## config.mk

```make
export PLATFORM = sky130hd
export DESIGN_NAME = pss_sequencer
export DESIGN_NICKNAME = d
export VERILOG_FILES = /design/src/hdl/pss_pkg.sv /design/src/hdl/pss_sequencer.sv
export SDC_FILE = /design/constraint.sdc
export NUM_CORES = 1
export LEC_CHECK = 0
export ABC_AREA = 0
export BUFFER_PORTS_ARGS = -buffer_cell sky130_fd_sc_hd__buf_2
export CORE_MARGIN = 2
export CORE_UTILIZATION = 56
export DETAILED_ROUTE_END_ITERATION = 7
export GPL_TIMING_DRIVEN = 0
export PLACE_DENSITY = 0.81
export RECOVER_POWER = 25
export REMOVE_ABC_BUFFERS = 1
export SKIP_LAST_GASP = 1
export SYNTH_ARGS = -nofsm -noshare
export SYNTH_HDL_FRONTEND = slang
export SYNTH_SLANG_ARGS = --single-unit
```

## constraint.sdc

```tcl
create_clock -name i_ref_clk -period 4.5 [get_ports i_ref_clk]
set_input_delay 1.125 -clock i_ref_clk [delete_from_list [all_inputs] [get_ports i_ref_clk]]
set_output_delay 1.125 -clock i_ref_clk [all_outputs]
set_load 0.01 [all_outputs]
```

## src/hdl/pss_pkg.sv

```systemverilog
// Purpose: constants for the power-up soft-start sequencer
// Assumes: 250 MHz reference clock, references in 0.25 mV steps
// Notes:   register offsets are byte addresses on APB
package pss_pkg;
	localparam int          CLK_MHZ          = 250;
	localparam int          START_DELAY_US   = 100;
	localparam int          START_DELAY_CYC  = START_DELAY_US * CLK_MHZ;
	localparam int          US_CYC           = CLK_MHZ;
	localparam int          SLOPE_UV_PER_US  = 3250;
	localparam int          REF_LSB_UV       = 250;
	localparam int          REF_W            = 13;
	localparam logic [12:0] RAMP_STEP        = 13'(SLOPE_UV_PER_US / REF_LSB_UV);
	localparam logic [7:0]  OFS_CTRL         = 8'h00;
	localparam logic [7:0]  OFS_STATUS       = 8'h04;
	localparam logic [7:0]  OFS_CORE_REF     = 8'h08;
	localparam logic [7:0]  OFS_NB_REF       = 8'h0C;
	localparam int          CTRL_HOLD_BIT    = 0;
	localparam logic        CTRL_HOLD_RST    = 1'b0;
	localparam int          ST_STATE_LSB     = 0;
	localparam int          ST_SERIAL_BIT    = 3;
	localparam int          ST_PHASES_LSB    = 4;
	localparam int          ST_PGOOD_BIT     = 7;
	localparam int          ST_CGATE_BIT     = 8;
	localparam int          ST_NGATE_BIT     = 9;
	localparam int          ST_SVI_PINS_LSB  = 12;
	typedef enum logic [2:0] {PSS_OFF, PSS_DETECT, PSS_DELAY, PSS_RAMP, PSS_DONE} pss_state_t;
endpackage : pss_pkg

```

## src/hdl/pss_sequencer.sv

```systemverilog
// Purpose: power-up soft-start sequencer for a dual-output buck controller
// Assumes: comparator flags are asynchronous, target words come from same-clock decoders
// Notes:   APB slave answers with zero wait states
// Overview of operation
// - start only with enable, bias and both driver supplies valid and the hold bit clear
// - driver, enable and phase checks happen only after bias reset flag is up
// - both driver supply reset flags must be up; hysteresis lives in the comparators
// - enable comparator low holds shutdown; threshold lives in analog front end
// - enable rising edge latches serial or parallel mode from interface_select_pin
// - phase sense pins are sampled before soft-start
// - phase4 high gives three phases; both high gives two phases
// - parallel mode keeps secondary rail off and ramps core only
// - serial mode samples fixed enable, data and clock pins at enable
// - serial targets stay fixed until enable low or bias reset
// - soft-start start loads both targets into the reference generator
// - fixed 100 us delay before references rise
// - references ramp at 3.25 mV per us toward targets
// - power good rises once references reach their targets
// - feedback above ramping reference keeps that rail's gates off
// - gates enable once reference passes feedback
// - feedback above target whole ramp enables gates at soft-start end
// - power good stays low in shutdown and soft-start
//
// The register offsets and the APB register port were chosen for this implementation.
`timescale 1ns/1ps
module pss_sequencer #(
	parameter int START_DELAY_CYC = pss_pkg::START_DELAY_CYC
) (
	input  wire logic                      i_ref_clk,
	input  wire logic                      i_rstn,
	input  wire logic                      i_bias_por_ok,
	input  wire logic                      i_core_driver_supply_ok,
	input  wire logic                      i_nb_driver_supply_ok,
	input  wire logic                      i_enable_cmp,
	input  wire logic                      i_interface_select_pin,
	input  wire logic                      i_phase3_sense_neg,
	input  wire logic                      i_phase4_sense_neg,
	input  wire logic                      i_fixed_vid_enable,
	input  wire logic                      i_serial_vid_data,
	input  wire logic                      i_serial_vid_clock,
	input  wire logic                      i_core_fb_above_ref,
	input  wire logic                      i_nb_fb_above_ref,
	input  wire logic [pss_pkg::REF_W-1:0] i_parallel_target,
	input  wire logic [pss_pkg::REF_W-1:0] i_serial_core_target,
	input  wire logic [pss_pkg::REF_W-1:0] i_serial_nb_target,
	input  wire logic                      i_psel,
	input  wire logic                      i_penable,
	input  wire logic                      i_pwrite,
	input  wire logic [7:0]                i_paddr,
	input  wire logic [31:0]               i_pwdata,
	output logic                           o_pready,
	output logic                           o_pslverr,
	output logic [31:0]                    o_prdata,
	output logic [pss_pkg::REF_W-1:0]      o_core_ref,
	output logic [pss_pkg::REF_W-1:0]      o_nb_ref,
	output logic                           o_core_gate_en,
	output logic                           o_nb_gate_en,
	output logic                           o_nb_regulator_en,
	output logic                           o_serial_vid_mode,
	output logic [2:0]                     o_phase_count,
	output logic                           o_power_good_out
);
	localparam int SW = 12;
	localparam logic [12:0] US_LAST = 13'(pss_pkg::US_CYC - 1);
	localparam logic [15:0] DLY_LAST = 16'(START_DELAY_CYC - 1);
	localparam pss_pkg::pss_state_t PSS_OFF    = pss_pkg::PSS_OFF;
	localparam pss_pkg::pss_state_t PSS_DETECT = pss_pkg::PSS_DETECT;
	localparam pss_pkg::pss_state_t PSS_DELAY  = pss_pkg::PSS_DELAY;
	localparam pss_pkg::pss_state_t PSS_RAMP   = pss_pkg::PSS_RAMP;
	localparam pss_pkg::pss_state_t PSS_DONE   = pss_pkg::PSS_DONE;

	function automatic logic [pss_pkg::REF_W-1:0] ramp_next(
		input logic [pss_pkg::REF_W-1:0] ref_v,
		input logic [pss_pkg::REF_W-1:0] tgt
	);
		logic [pss_pkg::REF_W:0] sum;
		sum = {1'b0, ref_v} + {1'b0, pss_pkg::RAMP_STEP};
		ramp_next = (sum >= {1'b0, tgt}) ? tgt : sum[pss_pkg::REF_W-1:0];
	endfunction : ramp_next

	logic [SW-1:0]               meta_q;
	logic [SW-1:0]               sync_q;
	logic                        en_prev_q;
	pss_pkg::pss_state_t         state_q;
	logic                        serial_q;
	logic [2:0]                  svi_pins_q;
	logic [pss_pkg::REF_W-1:0]   svi_core_q;
	logic [pss_pkg::REF_W-1:0]   svi_nb_q;
	logic [pss_pkg::REF_W-1:0]   core_tgt_q;
	logic [pss_pkg::REF_W-1:0]   nb_tgt_q;
	logic [pss_pkg::REF_W-1:0]   core_ref_q;
	logic [pss_pkg::REF_W-1:0]   nb_ref_q;
	logic [2:0]                  phases_q;
	logic [15:0]                 dly_q;
	logic [12:0]                 us_q;
	logic                        cgate_q;
	logic                        ngate_q;
	logic                        pgood_q;
	logic                        hold_q;
	logic [31:0]                 prdata_q;

	wire bias_s  = sync_q[0];
	wire cdrv_s  = sync_q[1];
	wire ndrv_s  = sync_q[2];
	wire en_s    = sync_q[3];
	wire sel_s   = sync_q[4];
	wire ph3_s   = sync_q[5];
	wire ph4_s   = sync_q[6];
	wire cfb_s   = sync_q[9+1];
	wire nfb_s   = sync_q[11];
	wire en_rise = bias_s & en_s & ~en_prev_q;
	wire supplies_ok = bias_s & cdrv_s & ndrv_s & en_s;
	wire start_ok = supplies_ok & ~hold_q;
	wire us_tick  = (us_q == US_LAST);
	wire refs_done = (core_ref_q == core_tgt_q) & (nb_ref_q == nb_tgt_q);
	wire in_soft  = (state_q == PSS_DELAY) | (state_q == PSS_RAMP);
	wire apb_acc  = i_psel & i_penable;
	wire apb_wr   = apb_acc & i_pwrite;
	wire hit_ctrl = (i_paddr == pss_pkg::OFS_CTRL);
	wire hit_stat = (i_paddr == pss_pkg::OFS_STATUS);
	wire hit_cref = (i_paddr == pss_pkg::OFS_CORE_REF);
	wire hit_nref = (i_paddr == pss_pkg::OFS_NB_REF);
	wire hit_any  = hit_ctrl | hit_stat | hit_cref | hit_nref;
	wire [2:0] phases_d = ph3_s & ph4_s ? 3'd2 : (ph4_s ? 3'd3 : 3'd4);
	wire [31:0] status_w = {17'h0, svi_pins_q, 2'b00, ngate_q, cgate_q, pgood_q, phases_q,
		serial_q, state_q};
	wire [31:0] rd_mux = hit_ctrl ? {31'h0, hold_q} :
		hit_stat ? status_w :
		hit_cref ? {19'h0, core_ref_q} :
		hit_nref ? {19'h0, nb_ref_q} : 32'h0;

	always_ff @(posedge i_ref_clk) begin
		if (!i_rstn) begin
			meta_q <= '0;
			sync_q <= '0;
		end else begin
			meta_q <= {i_nb_fb_above_ref, i_core_fb_above_ref, i_serial_vid_clock,
				i_serial_vid_data, i_fixed_vid_enable, i_phase4_sense_neg,
				i_phase3_sense_neg, i_interface_select_pin, i_enable_cmp,
				i_nb_driver_supply_ok, i_core_driver_supply_ok, i_bias_por_ok};
			sync_q <= meta_q;
		end
	end

	always_ff @(posedge i_ref_clk) begin
		if (!i_rstn) begin
			en_prev_q  <= 1'b0;
			serial_q   <= 1'b0;
			svi_pins_q <= 3'h0;
			svi_core_q <= '0;
			svi_nb_q   <= '0;
		end else begin
			en_prev_q <= bias_s & en_s;
			if (en_rise) begin
				serial_q   <= sel_s;
				svi_pins_q <= sync_q[9:7];
				svi_core_q <= i_serial_core_target;
				svi_nb_q   <= i_serial_nb_target;
			end else if (!bias_s || !en_s) begin
				svi_core_q <= '0;
				svi_nb_q   <= '0;
			end
		end
	end

	always_ff @(posedge i_ref_clk) begin
		if (!i_rstn) begin
			state_q    <= PSS_OFF;
			phases_q   <= 3'd4;
			core_tgt_q <= '0;
			nb_tgt_q   <= '0;
			core_ref_q <= '0;
			nb_ref_q   <= '0;
			dly_q      <= 16'h0;
			us_q       <= 13'h0;
		end else if (!supplies_ok) begin
			state_q    <= PSS_OFF;
			core_tgt_q <= '0;
			nb_tgt_q   <= '0;
			core_ref_q <= '0;
			nb_ref_q   <= '0;
			dly_q      <= 16'h0;
			us_q       <= 13'h0;
		end else begin
			unique case (state_q)
				PSS_OFF: if (start_ok) state_q <= PSS_DETECT;
				PSS_DETECT: begin
					phases_q   <= phases_d;
					core_tgt_q <= serial_q ? svi_core_q : i_parallel_target;
					nb_tgt_q   <= serial_q ? svi_nb_q : '0;
					dly_q      <= 16'h0;
					state_q    <= PSS_DELAY;
				end
				PSS_DELAY: begin
					dly_q <= dly_q + 16'h1;
					if (dly_q == DLY_LAST) begin
						state_q <= PSS_RAMP;
						us_q    <= 13'h0;
					end
				end
				PSS_RAMP: begin
					us_q <= us_tick ? 13'h0 : us_q + 13'h1;
					if (refs_done) begin
						state_q <= PSS_DONE;
					end else if (us_tick) begin
						core_ref_q <= ramp_next(core_ref_q, core_tgt_q);
						nb_ref_q   <= ramp_next(nb_ref_q, nb_tgt_q);
					end
				end
				PSS_DONE: state_q <= PSS_DONE;
			endcase
		end
	end

	always_ff @(posedge i_ref_clk) begin
		if (!i_rstn || !supplies_ok || state_q == PSS_OFF || state_q == PSS_DETECT) begin
			cgate_q <= 1'b0;
			ngate_q <= 1'b0;
			pgood_q <= 1'b0;
		end else begin
			if (state_q == PSS_DONE || (in_soft && !cfb_s))
				cgate_q <= 1'b1;
			if (serial_q && (state_q == PSS_DONE || (in_soft && !nfb_s)))
				ngate_q <= 1'b1;
			pgood_q <= (state_q == PSS_DONE);
		end
	end

	always_ff @(posedge i_ref_clk) begin
		if (!i_rstn) begin
			hold_q   <= pss_pkg::CTRL_HOLD_RST;
			prdata_q <= 32'h0;
		end else begin
			if (apb_wr && hit_ctrl)
				hold_q <= i_pwdata[pss_pkg::CTRL_HOLD_BIT];
			prdata_q <= (i_psel && !i_penable && !i_pwrite) ? rd_mux : prdata_q;
		end
	end

	assign o_pready          = 1'b1;
	assign o_pslverr         = apb_acc & ~hit_any;
	assign o_prdata          = prdata_q;
	assign o_core_ref        = core_ref_q;
	assign o_nb_ref          = nb_ref_q;
	assign o_core_gate_en    = cgate_q;
	assign o_nb_gate_en      = ngate_q;
	assign o_nb_regulator_en = serial_q & (state_q != PSS_OFF);
	assign o_serial_vid_mode = serial_q;
	assign o_phase_count     = phases_q;
	assign o_power_good_out  = pgood_q;
endmodule : pss_sequencer

```

==> results of run 1 <==
where the power goes:
part / switching [mW] / total, mW / internal, mW
combinational: 0.0389 / 0.0747 / 0.0358
clock: 0.609 / 1.43 / 0.825
sequential: 0.00398 / 1.44 / 1.44
total: 0.652 / 2.95 / 2.30
worst reg2reg max path, stage by stage, from the launching register on:
cell,delay (ns)
dfxtp_1,0.39
ha_1,0.29
nor3_1,0.45
nor2b_1,0.19
nand4_1,0.25
nor2_1,0.09
xor2_1,0.16
ha_1,0.25
a2111oi_0,0.36
a31oi_1,0.21
o31ai_4,0.86
mux2i_1,0.31
o211ai_1,0.11
per-layer routing:
metal / global-route usage [%] / routed length (µm)
met3: 5.44 / 1310
met5: 0 / 0
met1: 32.7 / 8790
met4: 11.4 / 718
met2: 43.6 / 9770
sequential cells by signal, indices dropped and copies added, names as in the netlist:
name / cells
meta_q: 12
o_prdata: 15
svi_nb_q: 13
o_nb_gate_en: 1
sync_q: 12
en_prev_q: 1
o_core_ref: 13
o_core_gate_en: 1
svi_core_q: 13
svi_pins_q: 3
o_phase_count: 3
state_q: 3
core_tgt_q: 13
o_serial_vid_mode: 1
us_q: 13
dly_q: 16
nb_tgt_q: 13
hold_q: 1
o_power_good_out: 1
o_nb_ref: 13
logic make-up after synthesis:
logic type / after synthesis
compound gates: 198
flops: 161
fa+ha+maj: 31
mux: 70
other cells: 2
buf+inv: 119
simple gates: 369
xor+xnor: 45
cells in the mapped netlist (4+ instances only):
master,count,area [µm²]
mux2i_1,55,551
clkbuf_1,43,161
and2_1,29,181
nand3b_1,10,75.1
or3_1,10,62.6
dfxtp_1,161,3220
nor2b_1,7,43.8
a32o_1,4,40.0
and4_1,5,43.8
nand2_1,62,233
buf_2,17,85.1
a31oi_1,8,50.1
o211ai_1,8,60.1
mux2_2,13,146
inv_1,35,131
nor4_1,12,75.1
buf_4,20,150
nand2b_1,6,37.5
xnor2_1,15,131
o21a_1,7,52.6
ha_1,31,388
o31ai_1,7,52.6
and3_1,5,31.3
xor2_1,30,263
nor3_1,10,50.1
o22ai_1,6,37.5
nor2_1,128,480
a21oi_1,79,395
nand4_1,24,150
nand3_1,47,235
o21ai_0,42,210
a211oi_1,16,120
worst max path at each step:
stage	end	slack, ns	start
floorplan	o_core_ref[1]$_SDFFE_PN0P_	0.83	o_core_ref[0]$_SDFFE_PN0P_
global placement	dly_q[14]$_SDFFE_PN0P_	-0.72	state_q[0]$_SDFFE_PN0P_
detailed placement	o_core_ref[11]$_SDFFE_PN0P_	0.41	i_rstn
CTS	o_core_ref[2]$_SDFFE_PN0P_	0.54	o_core_ref[0]$_SDFFE_PN0P_
global route	o_core_ref[1]$_SDFFE_PN0P_	0.1	o_core_ref[0]$_SDFFE_PN0P_
finish	o_core_ref[2]$_SDFFE_PN0P_	0.43	o_core_ref[0]$_SDFFE_PN0P_
placed cells by master (no fill, tap or decap), types with 4 or more instances in the layout:
master     synthesis  layout
dfxtp_1          161     159
nor2_1           128     127
buf_2             17      97
a21oi_1           79      79
nand2_1           62      62
mux2i_1           55      55
nand3_1           47      47
o21ai_0           42      42
inv_1             35      35
ha_1              31      31
xor2_1            30      30
and2_1            29      26
nand4_1           24      24
conb_1             2      18
clkbuf_1          43      18
clkbuf_16          0      17
a211oi_1          16      16
xnor2_1           15      15
mux2_2            13      13
nor4_1            12      12
nor3_1            10      10
or3_1             10      10
nand3b_1          10      10
a31oi_1            8       8
o211ai_1           8       8
clkinv_4           0       8
nor2b_1            7       7
o21a_1             7       7
o31ai_1            7       7
nand2b_1           6       6
o22ai_1            6       6
and4_1             5       5
and3_1             5       5
a32o_1             4       4
per-stage QoR:
| stage | cell area [µm²] | worst slack, ns | hold slack [ns] | power [mW] | instances |
|---|---|---|---|---|---|
| 2_1_floorplan | 7950 | 0.834 | 0.412 | 1.51 | 927 |
| 3_3_place_gp | 8750 | -0.723 | 0.415 | 1.54 | 1225 |
| 3_5_place_dp | 8800 | 0.413 | 0.417 | 1.55 | 1228 |
| 4_1_cts | 9390 | 0.542 | 0.434 | 2.96 | 1259 |
| 5_1_grt | 9370 | 0.0982 | 0.443 | 3.04 | 1259 |
| 6_report | 9370 | 0.430 | 0.433 | 2.95 | 1259 |
area by class of cell:
class                      count  area (µm²)
sequential                   161        3230
clock buffer                  18         429
timing repair buffer         117         576
tap                          184         230
multi-input combinational    731        4620
fill                        1255        5170
clock inverter                13         158
inverter                      35         131
==> summary.txt, run 1 <==
Worst IR Drop VDD -> 0.271 mV
Vias per cell -> 5.88
Distinct cells, synth -> 59
Cell Pwr Density -> 315 nW/µm²
Setup TNS -> 0 ns
Post-synth EDFFs -> 0
Final core occ -> 64.5%
Routed Antenna Nets -> 0
Worst-path clk slew -> 0.06 ns
Period Utilization, post-route -> 90.4%
Async SR Flop Fraction -> 0%
Vias in the first global route -> 7,053
Area share of fa/ha/maj cells after synthesis -> 4.67%
Tightest Hold Check Type -> reg -> reg
Die area -> 15,800 µm²
Simple-Gate Fraction of Synth Area -> 21.7%
Worst Setup End Kind -> register
Final setup vio count -> 0
Cell mode on critical path -> ha_1
Max Fclk -> 246 MHz
Final hold violations -> 0
Multiplexer share of the synthesized area -> 8.79%
Seq/Total Area, Yosys -> 38.8%
Final WL -> 20,600 µm
Rel. slew slack -> 10.5%
Worst reg2reg path depth -> 12
Top-Level Pins -> 164
Worst path buffer plus inverter count -> 0
RR Startpoint -> o_core_ref[0]$_SDFFE_PN0P_
Reg2Reg Capture Point -> o_core_ref[2]$_SDFFE_PN0P_
Synth Register Bits -> 161
Worst endpoint required time -> 4.79 ns
Critical path type -> reg -> reg
Hold Startpoint -> meta_q[1]$_SDFF_PN0_
CTS Buffer Depth -> 2
Number of DRC markers in iteration 0 -> 576
Total Routing Usage GR -> 26.1%
Worst slew pin tran -> 1.34 ns
Syn_area_per_cell -> 8.35 µm²
Average wire per cell in the routed design -> 16.3 µm
Outcome -> completed
Hold depth -> 1
Ant. Diodes -> 0
Num CTS Buffers -> 17
Syn Inst Count -> 995
Port buffer count -> 114
Die Wd -> 126 µm
Initial antenna violation count -> 0
Clk_skew -> 0.0111 ns
Post-CTS Resized -> 0
Drt pass-1 iters -> 5
Compound-Gate Fraction of Synth Area -> 14.6%
Layout cells sized above 1 -> 14.5%
R2R setup slack -> 0.43 ns
CTS tree -> built
Largest net degree at the start of global routing -> 64
CP top delay family -> compound AO/OA/AOI/OAI gates
Synth warn -> 0
Final Max Tran Viols -> 0
Global-route wire length before repair -> 33,900 µm
Worst Hold End -> sync_q[1]$_SDFF_PN0_
Critical-path maximum fanout -> 23
Hold-fix buffers, CTS -> 0
Die Ht -> 126 µm
Congestion Overflow GR -> 0
Core area -> 14,500 µm²
Pleak -> 3.57 nW
DRC Markers -> 0
Clk sink count -> 161
FP Rows -> 44
H-tree levels -> 4
Starting Density -> 57.2%
DP Wirelength -> 14,100 µm
Number of cells on the critical path -> 12
Most used flip-flop cell after synthesis -> dfxtp_1
Slowest library cell on the worst path -> o31ai_4
Post-CTS setup buffer count -> 0
Critical Path Start Type -> register
# nets final -> 1,190
CP Data Arrival Time -> 4.36 ns
Cell breakdown of the critical path -> ha_1, nor3_1, nor2b_1, nand4_1, nor2_1, xor2_1, ha_1, a2111oi_0, a31oi_1, o31ai_4, mux2i_1, o211ai_1
Xor/xnor share of the synthesized area -> 4.74%
Via count -> 7,406
Max-Cap Viols -> 0
Area grow syn2layout -> 12.7%
Min Tclk post-route -> 4.07 ns
RSZ-0062 raised after global routing -> false
Clock Latency Late Sink -> 0.43 ns
Crit-path max cell delay -> 0.86 ns
Synthesized area -> 8310 µm²
GPL Wtd Cong -> 0.902
Largest family of logic cells by synthesized area -> simple AND/OR/NAND/NOR gates
Root Buffer -> clkbuf_16
No activity file was read; power rests on OpenSTA's default activity.
==> inputs of run 2 (changes only) <==
--- a/config.mk
+++ b/config.mk
@@ -10,7 +10,6 @@
 export CORE_MARGIN = 2
 export CORE_UTILIZATION = 56
 export DETAILED_ROUTE_END_ITERATION = 7
-export GPL_TIMING_DRIVEN = 0
 export PLACE_DENSITY = 0.81
 export RECOVER_POWER = 25
 export REMOVE_ABC_BUFFERS = 1
==> run 2 against run 1 <==
Effect of this change:
- first-iteration DRC count grew 14%
- hold slack worse by 0.0018 ns
- critical path type unchanged
- critical path depth rose by 1
- count of clock-buffer cells in the layout is 1 lower
- clock skew shrank 0.0024 ns
- routed wire length shrank 0.45%
- sequential power barely moved
- global-route usage decreased by 0.33 points
- combinational power up 0.7%
- largest power group unchanged
==> summary.txt, run 2 (synthesis results as in run 1) <==
Design Area, Final -> 9400 µm² (+0.32%)
Num CTS Buffers -> 17 (unchanged)
Total Routing Usage GR -> 25.8% (-0.33 points)
H-tree levels -> 4 (unchanged)
Setup TNS -> 0 ns (unchanged)
Max Fclk -> 264 MHz (+7.6%)
Number of DRC markers in iteration 0 -> 658 (+14%)
Worst-path clk slew -> 0.07 ns (about the same)
Via count -> 7,376 (-0.41%)
Clk sink count -> 161 (unchanged)
Ant. Diodes -> 0 (unchanged)
# nets final -> 1,198 (+0.67%)
Commonest non-fill, non-tap cells in the layout -> 160 x dfxtp_1, 127 x nor2_1, 104 x buf_2, 79 x a21oi_1, 62 x nand2_1
Critical-path maximum fanout -> 15 (-35%)
Die Wd -> 126 µm (unchanged)
GPL Wtd Cong -> 0.913 (+1.3%)
Max reg flops -> 16 (unchanged)
CTS tree -> built
Final Max Tran Viols -> 0 (unchanged)
Drt pass-1 iters -> 5 (unchanged)
Pleak -> 3.62 nW (+1.4%)
Worst Setup End Kind -> register
Post-CTS Resized -> 0 (unchanged)
Final core occ -> 64.7% (+0.21 points)
Max-Cap Viols -> 0 (unchanged)
Routed Antenna Nets -> 0 (unchanged)
Global-route wire length before repair -> 33,300 µm (-1.7%)
Critical Path Start Type -> register
CP Data Arrival Time -> 4.08 ns (-0.28 ns)
Layout fillers -> 1,250 (-0.40%)
Clock Latency Late Sink -> 0.43 ns (about the same)
Worst slew pin tran -> 0.931 ns (-0.412 ns)
DP Wirelength -> 14,500 µm (+2.7%)
Starting Density -> 57.2% (unchanged)
Vias in the first global route -> 6,755 (-4.2%)
Vias per cell -> 5.82 (-1.1%)
DRC Markers -> 0 (unchanged)
Largest net degree at the start of global routing -> 40 (-38%)
Final WL -> 20,500 µm (-0.45%)
Non-filler cells, final -> 1,268 (+0.71%)
Period Utilization, post-route -> 84.1% (-6.4 points)
Hold-fix buffers, CTS -> 0 (unchanged)
Worst IR Drop VDD -> 0.254 mV (-6.3%)
Layout cells sized above 1 -> 15.9% (+1.4 points)
Post-route worst setup slack -> 0.717 ns (+0.287 ns)
Clk_skew -> 0.00878 ns (-0.00235 ns)
Port buffer count -> 114 (unchanged)
Critical path type -> reg -> reg
Worst endpoint required time -> 4.79 ns (about the same)
Rel. slew slack -> 37.8% (+27 points)
Top-Level Pins -> 164 (unchanged)
Final hold violations -> 0 (unchanged)
Average wire per cell in the routed design -> 16.2 µm (-1.2%)
Tightest Hold Check Type -> reg -> reg
Initial antenna violation count -> 0 (unchanged)
Final setup vio count -> 0 (unchanged)
Placed Cells -> 1,236 (+0.65%)
Cell Pwr Density -> 308 nW/µm² (-2.1%)
Min Tclk post-route -> 3.78 ns (-0.287 ns)
Most common cell after layout, fill and taps aside -> dfxtp_1
Reg with most FFs -> dly_q
Post-CTS setup buffer count -> 0 (unchanged)
Die Ht -> 126 µm (unchanged)
Root Buffer -> clkbuf_16
Die area -> 15,800 µm² (unchanged)
Core area -> 14,500 µm² (unchanged)
CTS Buffer Depth -> 2 (unchanged)
Outcome -> completed
Worst slack at placement -> 0.773 ns (+0.361 ns)
FP Rows -> 44 (unchanged)
RSZ-0062 raised after global routing -> false
Area grow syn2layout -> 13.1%
Placed inst area -> 8840 µm² (+0.47%)
Congestion Overflow GR -> 0 (unchanged)
[run 2: worst max-delay path: stages, from the launching register on]
cell and delay (ns):
dfxtp_1 0.38, ha_1 0.29, nor3_1 0.49, or2_2 0.29, nor2_1 0.07, xor2_1 0.15, ha_1 0.30, nand4_1 0.10
a211o_1 0.11, a31oi_1 0.05, o41ai_2 0.39, and2_1 0.65, mux2i_1 0.26, o22ai_1 0.10
[run 2: worst paths after layout]
check                                 from                       end  slack [ns]  cells past startpoint
hold / removal        meta_q[7]$_SDFF_PN0_      sync_q[7]$_SDFF_PN0_        0.43                      1
hold reg to reg       meta_q[7]$_SDFF_PN0_      sync_q[7]$_SDFF_PN0_        0.43                      1
setup / recovery  o_nb_ref[0]$_SDFFE_PN0P_  o_nb_ref[8]$_SDFFE_PN0P_        0.72                     13
setup reg to reg  o_nb_ref[0]$_SDFFE_PN0P_  o_nb_ref[8]$_SDFFE_PN0P_        0.72                     13
[run 2: final cells by class]
type / count / area (µm²) / share of cell area, %
well taps: 184 / 230 / 2.45
clock buffers: 17 / 425 / 4.53
flip-flops and latches: 161 / 3220 / 34.3
inverters: 35 / 131 / 1.40
multi-input cells: 731 / 4600 / 49.0
clock inverters: 15 / 141 / 1.50
repair buffers: 125 / 641 / 6.82
[run 2: stage by stage]
| step | power, mW | hold slack, ns |
|---|---|---|
| CTS | 2.92 | 0.435 |
| detailed placement | 1.55 | 0.418 |
| global route | 2.99 | 0.443 |
| floorplan | 1.51 | 0.412 |
| finish | 2.89 | 0.431 |
| global placement | 1.54 | 0.415 |
[run 2: where the power goes]
| group | internal [mW] | leakage (nW) | switching (mW) |
|---|---|---|---|
| Sequential | 1.44 | 1.30 | 0.00373 |
| Clock | 0.732 | 0.272 | 0.648 |
| Combinational | 0.0356 | 2.05 | 0.0395 |
[run 2: layer usage]
layer | up-vias | GRT usage [%] | part of all wire (%)
met4 | 0 | 10.2 | 2.9
li1 | 3602 | - | -
met3 | 40 | 5.48 | 5.4
met1 | 3503 | 32.5 | 43
met2 | 231 | 43.2 | 48
met5 | - | 0 | 0
